**config.mk**
```make
export PLATFORM = sky130hd
export DESIGN_NAME = twdp_core
export DESIGN_NICKNAME = d
export VERILOG_FILES = /design/src/twdp_sync.v /design/src/twdp_core.v
export VERILOG_INCLUDE_DIRS = /design/src
export SDC_FILE = /design/constraint.sdc
export NUM_CORES = 1
export LEC_CHECK = 0
export BUFFER_PORTS_ARGS = -buffer_cell sky130_fd_sc_hd__clkbuf_2
export CAP_MARGIN = 30
export CELL_PAD_IN_SITES_DETAIL_PLACEMENT = 1
export CELL_PAD_IN_SITES_GLOBAL_PLACEMENT = 2
export CORE_MARGIN = 2
export CORE_UTILIZATION = 30
export CTS_CLUSTER_SIZE = 30
export DETAILED_ROUTE_END_ITERATION = 16
export GPL_TIMING_DRIVEN = 0
export PLACE_DENSITY = 0.75
export SYNTH_ARGS = -nofsm -noshare
export SYNTH_HDL_FRONTEND = slang
export SYNTH_SLANG_ARGS = --single-unit
```
**constraint.sdc**
```tcl
create_clock -name mclk -period 2.7 [get_ports mclk]
set_clock_uncertainty 0.15 [all_clocks]
set_input_delay 0 -clock mclk [delete_from_list [all_inputs] [get_ports mclk]]
set_output_delay 0 -clock mclk [all_outputs]
set_load 0.05 [all_outputs]
```
**src/twdp_defines.vh**
```
// Purpose: Constants for the two-wire digital potentiometer core
// Assumes: Included by bare name from the core and the bench
// Notes: Device-type code value is arbitrary, not a real maker code
`ifndef TWDP_DEFINES_VH
`define TWDP_DEFINES_VH

// -----------------------------------------------------------
// Addressing
// -----------------------------------------------------------
`define TWDP_TYPE_CODE 4'ha
`define TWDP_ADDR_BITS 3

// -----------------------------------------------------------
// Registers
// -----------------------------------------------------------
`define TWDP_REG_WIDTH 8
`define TWDP_WIPER_RESET 8'h00
`define TWDP_SCRATCH_RESET 8'h00
`define TWDP_TAP_COUNT 256

// -----------------------------------------------------------
// Command bytes (write: low two bits pick target registers)
// -----------------------------------------------------------
`define TWDP_CMD_SCRATCH 8'ha9
`define TWDP_CMD_WIPER 8'haa
`define TWDP_CMD_BOTH 8'haf

`endif

```
**src/twdp_sync.v**
```verilog
// Purpose: Two-flop synchroniser for one input pin (bus or address select)
// Assumes: Input is asynchronous to mclk
// Notes: First stage is read only by the second stage
`timescale 1ns/100ps
module twdp_sync (
  mclk,
  rst,
  pinIn,
  pinSync
);
  input wire mclk;
  input wire rst;
  input wire pinIn;
  output reg pinSync;

  reg stage1_reg;

  always @(posedge mclk) begin
    if (rst) begin
      stage1_reg <= 1'b1;
      pinSync <= 1'b1;
    end else begin
      stage1_reg <= pinIn;
      pinSync <= stage1_reg;
    end
  end
endmodule

```
**src/twdp_core.v**
```verilog
// Purpose: Two-wire slave holding a scratch byte and a 256-tap wiper code
// Assumes: mclk 100 MHz, far faster than SCL; rst is synchronous active high
// Notes: Tap select output is one-hot over the resistor array
// How it works
// - 8-bit scratch byte, written and read back, touches nothing analog.
// - Wiper byte drives a one-of-256 tap selector.
// - Code 00h picks the low end, FFh one step below high end.
// - Wiper clears to 00h on power-up and reset.
// - Three select inputs form the low address bits.
// - Address byte must match type code and select bits to acknowledge.
// - Address LSB one means read, zero means write.
// - Reads return scratch first, then wiper; master NACK ends transfer.
// - Bytes move MSB first; the receiver drives the acknowledge.
`timescale 1ns/100ps
`include "twdp_defines.vh"
module twdp_core (
  mclk,
  rst,
  sclIn,
  sdaIn,
  sdaOut,
  sdaOe_n,
  addrSelectBit0,
  addrSelectBit1,
  addrSelectBit2,
  tapSelect,
  scratchByte,
  wiperPosition
);
  parameter W = `TWDP_REG_WIDTH;
  parameter TAPS = `TWDP_TAP_COUNT;
  input wire mclk;
  input wire rst;
  input wire sclIn;
  input wire sdaIn;
  output wire sdaOut;
  output wire sdaOe_n;
  input wire addrSelectBit0;
  input wire addrSelectBit1;
  input wire addrSelectBit2;
  output reg [TAPS-1:0] tapSelect;
  output wire [W-1:0] scratchByte;
  output wire [W-1:0] wiperPosition;

  // -----------------------------------------------------------
  // Pin synchronisers and edge detection
  // -----------------------------------------------------------
  wire sclS;
  wire sdaS;
  wire a0S;
  wire a1S;
  wire a2S;
  twdp_sync uSyncScl (.mclk(mclk), .rst(rst), .pinIn(sclIn), .pinSync(sclS));
  twdp_sync uSyncSda (.mclk(mclk), .rst(rst), .pinIn(sdaIn), .pinSync(sdaS));
  twdp_sync uSyncA0 (.mclk(mclk), .rst(rst), .pinIn(addrSelectBit0), .pinSync(a0S));
  twdp_sync uSyncA1 (.mclk(mclk), .rst(rst), .pinIn(addrSelectBit1), .pinSync(a1S));
  twdp_sync uSyncA2 (.mclk(mclk), .rst(rst), .pinIn(addrSelectBit2), .pinSync(a2S));

  reg sclPrev_reg;
  reg sdaPrev_reg;
  always @(posedge mclk) begin
    if (rst) begin
      sclPrev_reg <= 1'b1;
      sdaPrev_reg <= 1'b1;
    end else begin
      sclPrev_reg <= sclS;
      sdaPrev_reg <= sdaS;
    end
  end
  wire sclRise = sclS & ~sclPrev_reg;
  wire sclFall = ~sclS & sclPrev_reg;
  wire startCond = sclS & sclPrev_reg & sdaPrev_reg & ~sdaS;
  wire stopCond = sclS & sclPrev_reg & ~sdaPrev_reg & sdaS;

  // -----------------------------------------------------------
  // Protocol state machine
  // -----------------------------------------------------------
  localparam ST_IDLE = 3'd0;
  localparam ST_ADDR = 3'd1;
  localparam ST_ACK = 3'd2;
  localparam ST_RX = 3'd3;
  localparam ST_TX = 3'd4;
  localparam ST_MACK = 3'd5;

  reg [2:0] state_reg;
  reg [2:0] bitCnt_reg;
  reg [W-1:0] shift_reg;
  reg isRead_reg;
  reg drvLow_reg;
  reg [1:0] rxIdx_reg;
  reg [1:0] target_reg;
  reg txIdx_reg;
  reg ackPending_reg;
  reg [W-1:0] scratch_reg;
  reg [W-1:0] wiper_reg;

  wire [6:0] myAddr = {`TWDP_TYPE_CODE, a2S, a1S, a0S};
  wire [W-1:0] rxByte = {shift_reg[W-2:0], sdaS};
  wire [W-1:0] txByte = txIdx_reg ? wiper_reg : scratch_reg;

  assign sdaOut = 1'b0;
  assign sdaOe_n = ~drvLow_reg;
  assign scratchByte = scratch_reg;
  assign wiperPosition = wiper_reg;

  always @(posedge mclk) begin
    if (rst) begin
      state_reg <= ST_IDLE;
      bitCnt_reg <= 3'd0;
      shift_reg <= {W{1'b0}};
      isRead_reg <= 1'b0;
      drvLow_reg <= 1'b0;
      rxIdx_reg <= 2'd0;
      target_reg <= 2'd0;
      txIdx_reg <= 1'b0;
      ackPending_reg <= 1'b0;
      scratch_reg <= `TWDP_SCRATCH_RESET;
      wiper_reg <= `TWDP_WIPER_RESET;
    end else if (startCond) begin
      // Repeated start is handled like a fresh one
      state_reg <= ST_ADDR;
      bitCnt_reg <= 3'd0;
      drvLow_reg <= 1'b0;
      rxIdx_reg <= 2'd0;
      txIdx_reg <= 1'b0;
    end else if (stopCond) begin
      state_reg <= ST_IDLE;
      drvLow_reg <= 1'b0;
    end else begin
      case (state_reg)
        ST_ADDR: begin
          if (sclRise) begin
            shift_reg <= rxByte;
            bitCnt_reg <= bitCnt_reg + 3'd1;
            if (bitCnt_reg == 3'd7) begin
              isRead_reg <= sdaS;
              ackPending_reg <= (shift_reg[6:0] == myAddr);
              state_reg <= ST_ACK;
            end
          end
        end
        ST_ACK: begin
          // Ack drive starts after the eighth clock falls, released after ninth
          if (sclFall && !drvLow_reg) begin
            if (ackPending_reg) begin
              drvLow_reg <= 1'b1;
            end else begin
              state_reg <= ST_IDLE;
            end
          end else if (sclFall && drvLow_reg) begin
            drvLow_reg <= 1'b0;
            ackPending_reg <= 1'b0;
            bitCnt_reg <= 3'd0;
            if (isRead_reg) begin
              state_reg <= ST_TX;
              drvLow_reg <= ~txByte[W-1];
              shift_reg <= {txByte[W-2:0], 1'b1};
            end else begin
              state_reg <= ST_RX;
            end
          end
        end
        ST_RX: begin
          if (sclRise) begin
            shift_reg <= rxByte;
            bitCnt_reg <= bitCnt_reg + 3'd1;
            if (bitCnt_reg == 3'd7) begin
              ackPending_reg <= 1'b1;
              state_reg <= ST_ACK;
              if (rxIdx_reg == 2'd0) begin
                target_reg <= rxByte[1:0];
                rxIdx_reg <= 2'd1;
              end else begin
                // Data bytes fill the selected targets in order; extras are acked and dropped
                if ((rxIdx_reg == 2'd1) && target_reg[0]) begin
                  scratch_reg <= rxByte;
                end else if (((rxIdx_reg == 2'd1) && (target_reg == 2'b10)) ||
                             ((rxIdx_reg == 2'd2) && (target_reg == 2'b11))) begin
                  wiper_reg <= rxByte;
                end
                if (rxIdx_reg != 2'd3) begin
                  rxIdx_reg <= rxIdx_reg + 2'd1;
                end
              end
            end
          end
        end
        ST_TX: begin
          if (sclFall) begin
            bitCnt_reg <= bitCnt_reg + 3'd1;
            if (bitCnt_reg == 3'd7) begin
              drvLow_reg <= 1'b0;
              state_reg <= ST_MACK;
            end else begin
              drvLow_reg <= ~shift_reg[W-1];
              shift_reg <= {shift_reg[W-2:0], 1'b1};
            end
          end
        end
        ST_MACK: begin
          if (sclRise) begin
            ackPending_reg <= ~sdaS;
          end else if (sclFall) begin
            if (ackPending_reg) begin
              // Scratch then wiper; past the wiper keep returning it
              bitCnt_reg <= 3'd0;
              txIdx_reg <= 1'b1;
              drvLow_reg <= ~wiper_reg[W-1];
              shift_reg <= {wiper_reg[W-2:0], 1'b1};
              state_reg <= ST_TX;
            end else begin
              state_reg <= ST_IDLE;
            end
            ackPending_reg <= 1'b0;
          end
        end
        default: begin
          drvLow_reg <= 1'b0;
        end
      endcase
    end
  end

  // -----------------------------------------------------------
  // One-of-256 tap decode; code 0 is the low terminal
  // -----------------------------------------------------------
  wire [TAPS-1:0] tapHit;
  genvar t;
  generate
    for (t = 0; t < TAPS; t = t + 1) begin : gTap
      // Compare at integer width so the loop index is never part-selected
      assign tapHit[t] = ({{(32-W){1'b0}}, wiper_reg} == t);
    end
  endgenerate

  always @(posedge mclk) begin
    if (rst) begin
      tapSelect <= {{(TAPS-1){1'b0}}, 1'b1};
    end else begin
      tapSelect <= tapHit;
    end
  end
endmodule

```
==> flow_metrics.tcl, run 1 <==
set metrics [dict create \
    status "finished, final reports clean" \
    first_iter_violations 450 \
    syn_area_mm2 0.00897 \
    synthFlopType "dfxtp_1" \
    ios 281 \
    start_util_pct 30.3 \
    synthDistinctLibCells 49 \
    place.gp.congestion 0.787 \
    wirelength_mm 31.0 \
    grt_max_degree 15 \
    p_per_area_mw_per_mm2 784 \
    io_buffers 279 \
    tns_ns 0 \
    max_freq_mhz 410 \
    vias_per_cell 4.45 \
    h-tree-depth 2 \
    synth_top_family_by_area "simple AND/OR/NAND/NOR gates" \
    gr-usage-all-layers_pct 19.5 \
    die_h_um 177 \
    fin_ws_ns 0.259 \
    synth_fp_nets 894 \
    worst_slew_pin_slew_ns 0.795 \
    synth-edff-count 0 \
    drive_gt1_share_pct 29.8 \
    synthTopCellsByArea "dfxtp_1 (68%), nor2_1 (12%), mux2i_1 (2.8%)" \
    hold_violations 0 \
    slowest_stage "a211oi_1" \
    drv_cap 0 \
    path_cells "ha_1, ha_1, and4b_1, a311oi_1, a211oi_1, o21ai_0, a32o_1" \
    cts.sinks 306 \
    period_minus_slack_ns 2.44 \
    final_max_slew_viol_count 0 \
    post_cts_resized 0 \
    final_nets 1217 \
    cellLeakagePower_nw 5.14 \
    synthArstFlopShare_pct 0 \
    row_count 63 \
    syn_to_final_growth_pct 35.7 \
    die_area_mm2 0.0313 \
    antenna_found_initial 0 \
    hold_path_class "primary input to register" \
    dp_hpwl_mm 23.3 \
    ys_seq_area_share_pct 68.3 \
    syn_inst 878 \
    worst_path_most_repeated_cell "ha_1" \
    cts_made_buffers 34 \
    finalSetupViolCount 0 \
    max-slew-margin-rel_pct 46.6 \
    cts_tree "built" \
    crit_type "register to register" \
    regMostFlops "tapSelect" \
    avgSynthCellArea_um2 10.2 \
    end_kind "register" \
    largest_reg_flops 256 \
    synthTopCellsByCount "dfxtp_1 (306), nor2_1 (293), clkbuf_1 (47)" \
    num_vias 7195 \
    grt_overflow 0 \
    die_w_um 177 \
    place_ws_ns 0.0579 \
    yosys-mux-area-fraction_pct 2.79 \
    dr.pass1.iters 5 \
    grt_pass1_vias 7263 \
    slowest_delay_ns 0.54 \
    crit_arrival_ns 2.71 \
    core_area_mm2 0.0296 \
    period_share_pct 90.4 \
    rsz0062_at_grt "no" \
    cts_root_buffer "clkbuf_16" \
    ys.warnings.count 0 \
    ant_nets 0 \
    synth_compound_area_share_pct 4.48 \
    ys_ff_latch 306 \
    yosys.area_share.simple_pct 19.8 \
    fillers 3432 \
    cp.required_ns 2.97 \
    synth_fa_ha_area_share_pct 1.26 \
    start_kind "register" \
    clk_latency_ns 0.52 \
    crit_fanout 5 \
    clkTransAtPathRegs_ns 0.06 \
    ir_worst_vdd_uv 473 \
    synth_top_cell_by_area "dfxtp_1" \
    synth.top_cell.area_share_pct 68.3 \
    drc 0 \
    synthXorXnorAreaFrac_pct 0.391 \
    reg2reg_slack_ns 0.26 \
    wire_per_inst_um 19.1 \
    grt_pass1_wl_mm 45.8 \
    synth.most_common_cell "dfxtp_1" \
    antenna_cells 0 \
    clock_path_buffers 3 \
]
per-layer routing:
metal	wire [um]	GRT usage, %	vias up
li1	-	-	3451
met1	13000	23.8	3443
met2	15100	34.3	249
met3	1830	3.65	52
met4	1000	7.02	0
met5	0	0	-
cells by family after synthesis:
kind of cell	after synthesis
other	1
xor gates and xnor gates	4
and+or+nand+nor	410
buffers and inverters	65
DFF	306
adders and majority gates	9
AOI/OAI and AO/OA	58
muxes	25
cells in the final DEF (no fill, tap or decap), types with 3 or more instances in the layout:
cell type	synthesis	routed
dfxtp_1	306	306
nor2_1	293	293
clkbuf_2	0	279
clkbuf_1	47	55
nand2_1	40	40
clkbuf_16	0	34
mux2i_1	25	25
or2_2	19	19
a21oi_1	18	18
nor2b_1	13	13
inv_1	12	12
nand3_1	12	12
o21ai_0	10	10
ha_1	9	9
nor3b_1	6	6
nor3_1	6	6
a222oi_1	6	6
bufinv_16	0	6
clkinv_2	0	6
dlygate4sd3_1	0	6
and3b_1	4	4
nand2b_1	4	4
a22oi_1	4	4
a211oi_1	4	4
buf_2	3	3
xnor2_1	3	3
clkinv_8	0	3
stage by stage:
stage          area (um2)  power [mW]  hold WS, ns  instances  util, %
2_1_floorplan        8970        4.68      -0.0462        878        -
4_1_cts             12100        9.63       0.0335       1615     41.0
5_1_grt             12200        9.83       0.0575       1617     41.2
6_report            12200        9.54       0.0532       1617     41.2
3_3_place_gp        10900        4.71       0.0329       1547     36.7
3_5_place_dp        10900        4.71       0.0366       1547     36.7
worst max-delay path, delay by kind of cell, from the launching register on:
family,cells,cell delay [ns]
compound gates,4,1.10
fa+ha+maj,2,0.43
flops,1,0.35
simple gates,1,0.31
worst paths after layout:
| kind | startpoint | end | depth (start not counted) |
|---|---|---|---|
| hold / removal | addrSelectBit0 | uSyncA0.stage1_reg$_SDFF_PP1_ | 3 |
| hold reg to reg | uSyncA1.stage1_reg$_SDFF_PP1_ | uSyncA1.pinSync$_SDFF_PP1_ | 1 |
| setup / recovery | bitCnt_reg[0]$_SDFFE_PP0P_ | state_reg[1]$_SDFFE_PP0P_ | 7 |
| setup reg to reg | bitCnt_reg[0]$_SDFFE_PP0P_ | state_reg[1]$_SDFFE_PP0P_ | 7 |
final cells by class:
cell class	count	area [um2]	share of cell area, %
flip-flops and latches	306	6130	50.3
inverters	12	45.0	0.370
repair buffers	287	1500	12.3
clock inverters	18	305	2.51
multi-input cells	507	2580	21.2
well taps	390	488	4.01
plain buffers	53	221	1.82
clock buffers	44	908	7.47
power breakdown:
part / internal (mW) / switching [mW]
logic: 0.0348 / 0.0602
registers: 4.52 / 0.00372
clock network: 3.01 / 1.91
what timing repair did:
item	in CTS	in global routing
endpoints found under the setup margin	0	16
endpoints found under the hold margin	45	0
hold buffers	6	0
setup buffers	0	2
(Power assumes the default switching activity.)
==> inputs of run 2 (changes only) <==
--- a/config.mk
+++ b/config.mk
@@ -10,7 +10,7 @@
 export CAP_MARGIN = 30
 export CELL_PAD_IN_SITES_DETAIL_PLACEMENT = 1
 export CELL_PAD_IN_SITES_GLOBAL_PLACEMENT = 2
-export CORE_MARGIN = 2
+export CORE_MARGIN = 8
 export CORE_UTILIZATION = 30
 export CTS_CLUSTER_SIZE = 30
 export DETAILED_ROUTE_END_ITERATION = 16
==> run 2 against run 1 <==
Net effect: hold slack better by 0.21 ns; critical path depth unchanged; register-to-register slack worse by 0.06 ns; first-iteration DRC count down 22%; non-clock buffer count up 5; flip-flop and latch count unchanged.
==> flow_metrics.tcl, run 2 (same netlist as run 1, synthesis figures left out) <==
set metrics [dict create \
    start_kind "register" \
    netSwitchingFraction_pct 20.4 \
    post_cts_resized 0 \
    placed_area_mm2 0.0109 \
    wirelength_mm 32.6 \
    antenna_cells 0 \
    drv_cap 0 \
    finalSetupViolCount 0 \
    gr-usage-all-layers_pct 17.6 \
    end_kind "register" \
    regMostFlops "tapSelect" \
    clock_path_buffers 3 \
    status "finished, final reports clean" \
    reg2reg_slack_ns 0.19 \
    grt_pass1_vias 7554 \
    r2r_cells 7 \
    h-tree-depth 1 \
    r2r_start "bitCnt_reg[0]$_SDFFE_PP0P_" \
    clk_latency_ns 0.57 \
    row_count 63 \
    p_comb_share_pct 1.1 \
    largest_reg_flops 256 \
    first_iter_violations 353 \
    place_ws_ns 0.0146 \
    cts_root_buffer "clkbuf_16" \
    layout_common_cells "dfxtp_1 (306), nor2_1 (293), clkbuf_2 (279), clkbuf_1 (49), nand2_1 (40)" \
    period_share_pct 92.8 \
    cp.required_ns 3.01 \
    hold_violations 0 \
    vias_per_cell 4.47 \
    die_area_mm2 0.0357 \
    utilization_pct 41.0 \
    period_minus_slack_ns 2.51 \
    drive_gt1_share_pct 30.0 \
    wire_per_inst_um 20.1 \
    grt_overflow 0 \
    p_int_mw 7.36 \
    p_per_area_mw_per_mm2 762 \
    cts.sinks 306 \
    fin_ws_ns 0.195 \
    worst_slew_pin_slew_ns 0.749 \
    final_common_cell "dfxtp_1" \
    dr.pass1.iters 4 \
    pwr-share-seq_pct 49.0 \
    syn_to_final_growth_pct 35.2 \
    cellLeakagePower_nw 5.14 \
    max_freq_mhz 399 \
    grt_pass1_wl_mm 48.8 \
    max-slew-margin-rel_pct 49.6 \
    place.gp.congestion 0.814 \
    grt_max_degree 17 \
    ant_nets 0 \
    design_area_mm2 0.0121 \
    rsz0062_at_grt "no" \
    die_w_um 189 \
    critPathCapture "state_reg[1]$_SDFFE_PP0P_" \
    die_h_um 189 \
    final_max_slew_viol_count 0 \
    cts_made_buffers 31 \
    ios 281 \
    dp_hpwl_mm 24.8 \
    crit_fanout 5 \
    p_clk_share_pct 50.0 \
    num_vias 7230 \
    cp-startpoint "bitCnt_reg[0]$_SDFFE_PP0P_" \
    p_switching_mw 1.88 \
    core_area_mm2 0.0296 \
    clkTransAtPathRegs_ns 0.07 \
    start_util_pct 30.3 \
    ir_worst_vdd_uv 468 \
    hold_path_class "register to register" \
    antenna_found_initial 0 \
    crit_arrival_ns 2.81 \
    reg2reg_to "state_reg[1]$_SDFFE_PP0P_" \
    power_mw 9.24 \
    drc 0 \
    final_nets 1219 \
    cts_tree "built" \
    io_buffers 279 \
    tns_ns 0 \
    crit_type "register to register" \
]
-- run 2: layer usage --
metal	vias up	global-route usage, %	routed length [um]
li1	3452	-	-
met1	3482	21.2	13900
met2	247	30.7	15700
met3	49	3.97	2030
met4	0	5.80	975
met5	-	0	0
-- run 2: worst min path at each step --
stage / start / end / slack, ns / cells past startpoint
floorplan: addrSelectBit0 / uSyncA0.stage1_reg$_SDFF_PP1_ / -0.05 / 1
global placement: sdaIn / uSyncSda.stage1_reg$_SDFF_PP1_ / 0.03 / 2
detailed placement: sclIn / uSyncScl.stage1_reg$_SDFF_PP1_ / 0.04 / 2
CTS: uSyncA2.stage1_reg$_SDFF_PP1_ / uSyncA2.pinSync$_SDFF_PP1_ / 0.26 / 1
global route: uSyncSda.stage1_reg$_SDFF_PP1_ / uSyncSda.pinSync$_SDFF_PP1_ / 0.26 / 1
finish: uSyncSda.stage1_reg$_SDFF_PP1_ / uSyncSda.pinSync$_SDFF_PP1_ / 0.26 / 1
-- run 2: per-stage QoR --
stage / cells / hold slack [ns]
after floorplan: 878 / -0.0462
after global placement: 1547 / 0.0334
after detailed placement: 1547 / 0.0373
after CTS: 1616 / 0.261
after global routing: 1618 / 0.265
final: 1618 / 0.259
-- run 2: final cells by class --
| type | instances | area, um2 |
|---|---|---|
| plain buffers | 53 | 221 |
| clock buffers | 44 | 935 |
| clock inverters | 14 | 193 |
| fillers | 3436 | 17400 |
| inverters | 12 | 45.0 |
| multi-input cells | 507 | 2580 |
| flip-flops and latches | 306 | 6130 |
| well taps | 390 | 488 |
| repair buffers | 292 | 1550 |
-- run 2: power groups by stage --
stage	clock network [mW]	logic (mW)	registers (mW)
6_report	4.62	0.0995	4.53
3_5_place_dp	0	0.0868	4.63
3_3_place_gp	0	0.0868	4.63
5_1_grt	4.92	0.109	4.52
2_1_floorplan	0	0.0589	4.63
4_1_cts	4.72	0.0995	4.53
-- run 2: worst max-delay path, stage by stage, from the launching register on --
cell,delay [ns]
dfxtp_1,0.35
ha_1,0.16
ha_1,0.28
and4b_1,0.33
a311oi_1,0.09
a211oi_1,0.56
o21ai_0,0.18
a32o_1,0.29
-- run 2: what timing repair did --
action	4_1_cts	5_1_grt
endpoints found under the hold margin	72	0
setup endpoints to repair	0	16
hold buffers	11	0
buffers inserted	0	2
